$ cat config.mk
export PLATFORM = sky130hd
export DESIGN_NAME = gsu_frame_upload
export DESIGN_NICKNAME = d
export VERILOG_FILES = /design/src/logic/gsu_frame_upload.v /design/src/logic/gsu_uart_tx.v
export VERILOG_INCLUDE_DIRS = /design/src /design/src/logic
export SDC_FILE = /design/constraint.sdc
export NUM_CORES = 1
export LEC_CHECK = 0
export BUFFER_PORTS_ARGS = -buffer_cell sky130_fd_sc_hd__buf_4
export CORE_MARGIN = 4
export CORE_UTILIZATION = 60
export DETAILED_ROUTE_END_ITERATION = 10
export GPL_ROUTABILITY_DRIVEN = 1
export PLACE_DENSITY = 0.76
export SYNTH_ARGS = -nofsm -noshare
export SYNTH_HDL_FRONTEND = slang
export SYNTH_SLANG_ARGS = --single-unit
$ cat constraint.sdc
create_clock -name clk -period 2.95 [get_ports clk]
set_input_delay 0.1475 -clock clk [delete_from_list [all_inputs] [get_ports clk]]
set_output_delay 0.1475 -clock clk [all_outputs]
set_load 0.02 [all_outputs]
$ cat src/logic/gsu_defs.vh
`ifndef GSU_DEFS_VH
`define GSU_DEFS_VH
// Clock rate in Hz
`define GSU_CLK_HZ 10000000
// Serial rate in baud
`define GSU_BAUD 4800
// Upload interval in ms and warm-up time in s
`define GSU_FRAME_MS 1000
`define GSU_WARM_S 180
// Cycles per bit, rounded down
`define GSU_BIT_CYC (`GSU_CLK_HZ / `GSU_BAUD)
// Cycles per frame interval and warm-up
`define GSU_FRAME_CYC (`GSU_CLK_HZ / 1000 * `GSU_FRAME_MS)
`define GSU_WARM_CYC (`GSU_CLK_HZ * `GSU_WARM_S)
// Frame bytes
`define GSU_HDR 8'haa
`define GSU_ST_NORMAL 8'h80
`define GSU_ST_FAULT 8'h81
`define GSU_ST_WARM 8'h82
`define GSU_CONC_MAX 8'h64
`define GSU_CONC_OVER 8'hff
`define GSU_NBYTES 4
`endif

$ cat src/logic/gsu_frame_upload.v
`timescale 1ns/1ps
`include "gsu_defs.vh"
// Summary of operation
// - Serial line runs 4800 baud, 8 data bits, one stop, no parity.
// - A full frame is sent every second unprompted from power-on.
// - Warm-up state lasts about three minutes, then normal monitoring.
// - Frame is header 0xaa, status, concentration, checksum.
// - Checksum is low byte of header plus status plus concentration.
// - Status is 0x80 normal, 0x81 circuit fault, 0x82 warm-up.
// - Concentration reads zero throughout warm-up.
// - Concentration is 0 to 100 percent of lower explosive limit.
// - Above measurable range the concentration is sent as 0xff.
module gsu_frame_upload #(
  parameter FRAME_CYC = `GSU_FRAME_CYC,
  parameter WARM_CYC = `GSU_WARM_CYC,
  parameter BIT_CYC = `GSU_BIT_CYC
) (
  input wire clk,
  input wire rstn,
  input wire [7:0] gas_level,
  input wire fault_in,
  output reg txd_r,
  output reg fault_output_reserved_r,
  output reg alarm_output_reserved_r
);
  localparam S_IDLE = 2'd0;
  localparam S_LOAD = 2'd1;
  localparam S_WAIT = 2'd2;
  // Last count of each timer, sized to the counters
  localparam [31:0] FRAME_LAST = FRAME_CYC - 1;
  localparam [31:0] WARM_LAST = WARM_CYC - 1;

  // Additive checksum over the first three bytes
  // Carries are dropped on purpose: the host sums the same way
  function [7:0] gsu_sum;
    input [7:0] a;
    input [7:0] b;
    input [7:0] c;
    reg [9:0] s;
    begin
      s = {2'b00, a} + {2'b00, b} + {2'b00, c};
      gsu_sum = s[7:0];
    end
  endfunction

  reg [1:0] st_r;
  reg [31:0] tick_r;
  reg [31:0] warm_r;
  reg warm_done_r;
  reg [1:0] idx_r;
  reg [7:0] stat_r;
  reg [7:0] conc_r;
  reg [7:0] lvl_s1_r;
  reg [7:0] lvl_s2_r;
  reg [7:0] lvl_s3_r;
  reg [7:0] lvl_hold_r;
  reg flt_s1_r;
  reg flt_s2_r;
  reg go_r;
  reg [7:0] byte_r;
  wire tx_line;
  wire tx_busy;
  reg [7:0] byte_nxt;

  // Sensor inputs come from outside this clock domain
  // Two-stage synchronisers for sensor inputs
  always @(posedge clk or negedge rstn) begin
    if (!rstn) begin
      lvl_s1_r <= 8'h00;
      lvl_s2_r <= 8'h00;
      flt_s1_r <= 1'b0;
      flt_s2_r <= 1'b0;
    end else begin
      lvl_s1_r <= gas_level;
      lvl_s2_r <= lvl_s1_r;
      flt_s1_r <= fault_in;
      flt_s2_r <= flt_s1_r;
    end
  end

  // Multi-bit level crossing: trust a word only after two equal
  // synchronised samples, so a snapshot never mixes bits of an old
  // and a new reading
  always @(posedge clk or negedge rstn) begin
    if (!rstn) begin
      lvl_s3_r <= 8'h00;
      lvl_hold_r <= 8'h00;
    end else begin
      lvl_s3_r <= lvl_s2_r;
      if (lvl_s2_r == lvl_s3_r) begin
        lvl_hold_r <= lvl_s2_r;
      end
    end
  end

  // Counts once from reset and then holds; any reset restarts warm-up
  // warm-up timer
  always @(posedge clk or negedge rstn) begin
    if (!rstn) begin
      warm_r <= 32'h00000000;
      warm_done_r <= 1'b0;
    end else if (!warm_done_r) begin
      if (warm_r == WARM_LAST) begin
        warm_done_r <= 1'b1;
      end else begin
        warm_r <= warm_r + 32'h00000001;
      end
    end
  end

  // Checksum comes from the held status and level bytes, so it always
  // matches the bytes already on the line
  // Byte selection for the current frame position
  always @* begin
    case (idx_r)
      2'd0: byte_nxt = `GSU_HDR;
      2'd1: byte_nxt = stat_r;
      2'd2: byte_nxt = conc_r;
      default: byte_nxt = gsu_sum(`GSU_HDR, stat_r, conc_r);
    endcase
  end

  // Frame sequencer: one-second tick, snapshot, send four bytes
  always @(posedge clk or negedge rstn) begin
    if (!rstn) begin
      st_r <= S_IDLE;
      tick_r <= 32'h00000000;
      idx_r <= 2'd0;
      stat_r <= `GSU_ST_WARM;
      conc_r <= 8'h00;
      go_r <= 1'b0;
      byte_r <= 8'h00;
    end else begin
      go_r <= 1'b0;
      if (tick_r == FRAME_LAST) begin
        tick_r <= 32'h00000000;
      end else begin
        tick_r <= tick_r + 32'h00000001;
      end
      case (st_r)
        S_IDLE: begin
          // Snapshot inputs on the tick; a frame still in flight at a tick
          // loses that slot, so a frame must fit within one interval
          if (tick_r == 32'h00000000) begin
            idx_r <= 2'd0;
            st_r <= S_LOAD;
            // Warm-up wins over a fault, a fault wins over normal
            // status encoding
            if (!warm_done_r) begin
              stat_r <= `GSU_ST_WARM;
            end else if (flt_s2_r) begin
              stat_r <= `GSU_ST_FAULT;
            end else begin
              stat_r <= `GSU_ST_NORMAL;
            end
            if (!warm_done_r) begin
              conc_r <= 8'h00;
            end else if (lvl_hold_r > `GSU_CONC_MAX) begin
              conc_r <= `GSU_CONC_OVER;
            end else begin
              conc_r <= lvl_hold_r;
            end
          end
        end
        S_LOAD: begin
          if (!tx_busy) begin
            byte_r <= byte_nxt;
            go_r <= 1'b1;
            st_r <= S_WAIT;
          end
        end
        S_WAIT: begin
          // go_r is still high in the first wait cycle, before the
          // transmitter has raised busy, so that cycle is skipped
          if (!go_r && !tx_busy) begin
            if (idx_r == 2'd3) begin
              st_r <= S_IDLE;
            end else begin
              idx_r <= idx_r + 2'd1;
              st_r <= S_LOAD;
            end
          end
        end
        default: st_r <= S_IDLE;
      endcase
    end
  end

  // Line returns high between bytes and between frames
  // 4800 baud 8N1 transmitter
  gsu_uart_tx #(
    .BIT_CYC(BIT_CYC)
  ) u_tx (
    .clk(clk),
    .rstn(rstn),
    .start(go_r),
    .data(byte_r),
    .txd_r(tx_line),
    .busy_r(tx_busy)
  );

  // One flop on the line keeps the pin free of glitches; the frame just
  // leaves one cycle later
  // Registered pins; reserved outputs held inactive
  always @(posedge clk or negedge rstn) begin
    if (!rstn) begin
      txd_r <= 1'b1;
      fault_output_reserved_r <= 1'b0;
      alarm_output_reserved_r <= 1'b0;
    end else begin
      txd_r <= tx_line;
      fault_output_reserved_r <= 1'b0;
      alarm_output_reserved_r <= 1'b0;
    end
  end
endmodule // gsu_frame_upload

$ cat src/logic/gsu_uart_tx.v
`timescale 1ns/1ps
`include "gsu_defs.vh"
// 8N1 transmitter, one byte per start pulse
module gsu_uart_tx #(
  parameter BIT_CYC = `GSU_BIT_CYC
) (
  input wire clk,
  input wire rstn,
  input wire start,
  input wire [7:0] data,
  output reg txd_r,
  output reg busy_r
);
  reg [15:0] cnt_r;
  reg [3:0] bit_r;
  reg [8:0] sh_r;
  // Bit timing and shifting: start, 8 data LSB first, stop
  always @(posedge clk or negedge rstn) begin
    if (!rstn) begin
      txd_r <= 1'b1;
      busy_r <= 1'b0;
      cnt_r <= 16'h0000;
      bit_r <= 4'h0;
      sh_r <= 9'h1ff;
    end else if (!busy_r) begin
      if (start) begin
        busy_r <= 1'b1;
        txd_r <= 1'b0;
        sh_r <= {1'b1, data};
        cnt_r <= 16'h0000;
        bit_r <= 4'h0;
      end
    end else if (cnt_r == BIT_CYC[15:0] - 16'h0001) begin
      cnt_r <= 16'h0000;
      if (bit_r == 4'h9) begin
        busy_r <= 1'b0;
      end else begin
        txd_r <= sh_r[0];
        sh_r <= {1'b1, sh_r[8:1]};
        bit_r <= bit_r + 4'h1;
      end
    end else begin
      cnt_r <= cnt_r + 16'h0001;
    end
  end
endmodule // gsu_uart_tx

* Yosys cells after proc, flatten, opt, wreduce, memory -nomap -nowiden
Index checks and enable logic that the tools add are counted.
Word-level totals: memory bits (writable) 0, bits of input ports 11, logic and storage cells 100, memories kept 0, bits in latches 0, memory bits (read-only) 0, register bits after elaboration 160
Operators by class: divide/modulo/power cells 0, equality and inequality tests 16, shifts and indexed selects 0, bitwise operators 3, reduce and logical (&&, ||, !) cells 14, multiply operators 0, $add $sub $neg 7, multiplexer cells 38, $lt $le $gt $ge 1
Operators with widths (number):
- $add A32 B1 Y32 const B | 2
- $mux W16 | 3
- $mux W9 | 4
- $eq A32 B24 Y1 const B | 1
- $eq A32 B31 Y1 const B | 1
- $logic_not A32 Y1 | 1
- $mux W32 | 1
- $pmux W8 S3 | 1
- $add A16 B1 Y16 const B | 1
- $eq A16 B12 Y1 const B | 1
- $mux W4 | 4
- $mux W8 | 2
- $mux W1 | 14
- $mux W2 | 7
- $ne A2 B2 Y1 const B | 6
- $add A8 B8 Y8 | 1
- $add A8 B8 Y8 const A | 1
- $eq A8 B8 Y1 | 1
- $gt A8 B7 Y1 const B | 1
- $eq A2 B2 Y1 const B | 3
- $pmux W2 S3 | 1
- $reduce_and A2 Y1 | 3
- $reduce_and A3 Y1 | 2
- $add A4 B1 Y4 const B | 1
- 10 further kinds | 16

* Longest topological paths before layout
depth in word-level cells 4, depth in mapped cells 11, mapped depth without buffers 11

* Modules after synthesis
A second synthesis with hierarchy kept.
Unflattened totals: cells, all modules 676, area total of the unflattened synthesis 7156.9 sq um
By module, submodules not included:
- gsu_frame_upload | seq. area each 3080.5 sq um, area an instance 5494.0 sq um, cells each 509, instances 1
- gsu_uart_tx | seq. area each 762.0 sq um, area an instance 1662.8 sq um, cells each 167, instances 1

* Worst setup path after synthesis
OpenSTA, ideal clock, no wires.
path type flip-flop to flip-flop, start point register stat_r[1], end point register byte_r[7], data required time 2819 ps, stages on the path, launching flop included 12, arrival 2008 ps, path buffers 0, path slack 812 ps, period minus slack after synthesis 2138 ps, path through dfstp_2 > inv_1 > ha_1 > inv_1 > ha_1 > inv_1 > fa_1 > nor2b_1 > o21a_1 > or3_1 > a31oi_1 > o21ai_0
Between the ends: word-level cells in the longest chain between the ends 3
Ends and longest elaborated chain:
- start, declared | RTL line gsu_frame_upload.v:51 | reg [7:0] stat_r;
- start signal, assigned | RTL line gsu_frame_upload.v:129 | stat_r <= `GSU_ST_WARM;
- start signal, assigned | RTL line gsu_frame_upload.v:150 | stat_r <= `GSU_ST_WARM;
- start signal, assigned | RTL line gsu_frame_upload.v:152 | stat_r <= `GSU_ST_FAULT;
- $add A8 B8 Y8 (2 in series) | RTL line gsu_frame_upload.v:41 | s = {2'b00, a} + {2'b00, b} + {2'b00, c};
- $pmux W8 S3 | RTL line gsu_frame_upload.v:115 | case (idx_r)
- end signal, assigned | RTL line gsu_frame_upload.v:167 | byte_r <= byte_nxt;
- end, declared | RTL line gsu_frame_upload.v:60 | reg [7:0] byte_r;
No other way between the ends. A chain may end at the register's enable or synchronous reset.

* Worst setup path in the final report
Ends and elaborated chain as after synthesis.

==> impl_metrics.csv <==
group,metric,value,unit
run_status,status,"complete, no violations",
yosys,synth_seq_cells,153,
detailed_routing,dr.pass1.iters,5,
yosys,synth_top_cell_area_share,50.08,%
detailed_routing,ant_nets,0,
setup_path,cp-start-kind,"register",
yosys,synth-edff-count,0,
hold_path,hold_path_class,"input port to asynchronous set/reset pin",
cells_and_area,fin_nets,719,
detailed_routing,wl_per_cell,15.58,um
setup_path,crit_arrival,2.68,ns
placed_design,post_dp_cell_area,0.007301,mm2
placed_design,port_buffers,11,
sta,slew_viol_final,0,
floorplanning,core_region_area,0.01152,mm2
floorplanning,io_pins,14,
global_routing,gr-total-overflow,0,
cells_and_area,top_regs,"tick_r (32), warm_r (32), u_tx.cnt_r (16)",
yosys,ys_top_cells_by_area,"dfrtp_1, xnor2_1, dfstp_2",
global_routing,grt_pass1_wl,23200,um
floorplanning,die-area,0.01363,mm2
floorplanning,die_w,116.7,um
sta,fmaxAchievable,417.4,MHz
detailed_routing,drt-initial-drc-count,285,
yosys,synth_common_cells,"dfrtp_1, nand2_1, o21ai_0, xnor2_1, nor2_1",
cts,ctsHtreeMaxLevel,4,
global_routing,antenna_found_initial,0,
setup_path,critPathKind,"register to register",
placed_design,dp.final_hpwl,8807,um
global_routing,grt_max_degree,75,
sta,fin_tns_setup,0,ns
detailed_routing,vias,4811,
global_routing,grtUsageTotal,21.66,%
yosys,yosysMostFrequentCell,"dfrtp_1",
yosys,synth_cell_types,49,
detailed_routing,vias_per_cell,5.707,
cts,clk_latency,0.42,ns
cts,cts_tree,"done",
yosys,syn_avg_cell_area,10.69,um2
sta,rsz0062_at_grt,"false",
setup_path,r2r_slack,0.55,ns
yosys,yosysTopAreaCell,"dfrtp_1",
sta,layout_min_cycle_time,2.396,ns
pwr,p_leak,3.629,nW
cts,clockBufferDepth,2,
placed_design,post-place-ws,0.5784,ns
setup_path,worst_ep_required_time,3.23,ns
sta,finalSetupViolCount,0,
placed_design,place.gp.congestion,0.8282,
floorplanning,rows,39,
cts,clk_pin_slew,0.06,ns
pwr,irDropWorstVdd,562.6,uV
pwr,power_density,551.3,mW/mm2
yosys,ys_seq_area_share,54.15,%
cells_and_area,antennaDiodeCount,0,
yosys,yosys_warnings,0,
global_routing,grt_pass1_vias,4913,
cells_and_area,area_growth,12.63,%
cts,cts-resized-gates,0,
detailed_routing,drc,0,
sta,fin_ws,0.5541,ns
yosys,syn-cell-area,0.007096,mm2
sta,hold_viol_final,0,
yosys,synth_cells,664,
sta,worst_slew_pin_slew,0.7514,ns
cts,hold_buffers,10,
cts,post_cts_buffers,0,
floorplanning,die_h,116.7,um
setup_path,end_kind,"register",
floorplanning,start_util,61.61,%
cells_and_area,final_area,0.007991,mm2
sta,skew,0.01014,ns
yosys,ys_async_sr_fraction,100.0,%
detailed_routing,routed_wl,13130,um
cells_and_area,final_layout_size_suffix_gt1_share,11.57,%
flow_run,drv_cap,0,
cts,cts_buffers,17,
yosys,synth-main-ff-cell,"dfrtp_1",
cts,clock-sinks,153,
cts,cts_root_buf,"clkbuf_16",
sta,slew_headroom,49.90,%
setup_path,worstPathMaxFanout,2,
sta,period_share,81.22,%
[cells by family (layout without fill, tap and decap cells)]
family | count (synthesis) | count (layout) | synth area share (%)
compound gates | 92 | 92 | 7.442
xor+xnor | 73 | 73 | 9.011
fa+ha+maj | 21 | 21 | 3.809
buf+inv | 53 | 88 | 3.068
flops | 153 | 153 | 54.15
mux | 27 | 27 | 3.985
other cells | 1 | 2 | 0.05285
simple gates | 244 | 244 | 18.48
[layout make-up]
| class | count | area [um2] |
|---|---|---|
| flip-flops and latches | 153 | 3842 |
| fillers | 846 | 3525 |
| inverters | 29 | 108.9 |
| multi-input cells | 459 | 3039 |
| well taps | 143 | 178.9 |
| clock inverters | 14 | 161.4 |
| repair buffers | 27 | 231.5 |
| clock buffers | 18 | 429.2 |
[critical path, stage by stage, from the launching register on]
cell and delay, ns:
dfstp_2 0.54, inv_1 0.06, ha_1 0.29, inv_1 0.06
ha_1 0.16, inv_1 0.06, fa_1 0.40, nor2b_1 0.19
o21a_1 0.14, o21ai_0 0.10, a31oi_1 0.18, o21ai_0 0.09
[layout by cell type (no fill, tap or decap), types with 17 or more instances in the layout]
| cell type | netlist | layout |
|---|---|---|
| xnor2_1 | 46 | 46 |
| o21ai_0 | 49 | 49 |
| clkbuf_16 | 0 | 17 |
| nand4_1 | 25 | 25 |
| mux2i_1 | 17 | 17 |
| dfrtp_1 | 142 | 142 |
| inv_1 | 29 | 29 |
| nor2_1 | 41 | 41 |
| nand3_1 | 30 | 30 |
| ha_1 | 20 | 20 |
| nand2_1 | 57 | 57 |
| xor2_1 | 27 | 27 |
[metal layers]
| metal | routed length, um | share of wire [%] | global-route usage, % | vias up |
|---|---|---|---|---|
| met3 | 438 | 3.3 | 6.062 | 18 |
| met1 | 6026 | 46 | 28.95 | 2339 |
| met5 | 0 | 0 | 0 | - |
| li1 | - | - | - | 2354 |
| met4 | 162 | 1.2 | 7.187 | 0 |
| met2 | 6504 | 50 | 34.47 | 100 |
[through the flow]
stage | cells | power (mW) | utilization, % | hold slack (ns)
final | 843 | 4.406 | 69.39 | 0.3041
after floorplan | 665 | 2.223 | - | -0.1481
after global placement | 801 | 2.280 | 63.40 | 0.1970
after detailed placement | 801 | 2.289 | 63.40 | 0.2072
after global routing | 843 | 4.568 | 69.39 | 0.3578
after CTS | 843 | 4.448 | 69.39 | 0.3312
[where the power goes]
part           internal [mW]  leakage, nW  switching, mW  total [mW]
logic                 0.0427         1.39         0.0593       0.102
clock network           1.27        0.284          0.881        2.15
registers               2.13         1.96         0.0226        2.16
total                   3.44         3.63          0.963        4.41
[worst paths after layout]
check / cells past startpoint / end / startpoint
hold reg to reg: 0 / lvl_s2_r[6] / lvl_s1_r[6]
setup reg to reg: 11 / byte_r[7] / stat_r[1]
setup / recovery: 11 / byte_r[7] / stat_r[1]
min in group clk: 0 / lvl_s2_r[6] / lvl_s1_r[6]
max in group asynchronous: 3 / lvl_hold_r[4] / rstn
hold / removal: 2 / tick_r[27] / rstn
Note: power is estimated with default switching activity, not from simulation.
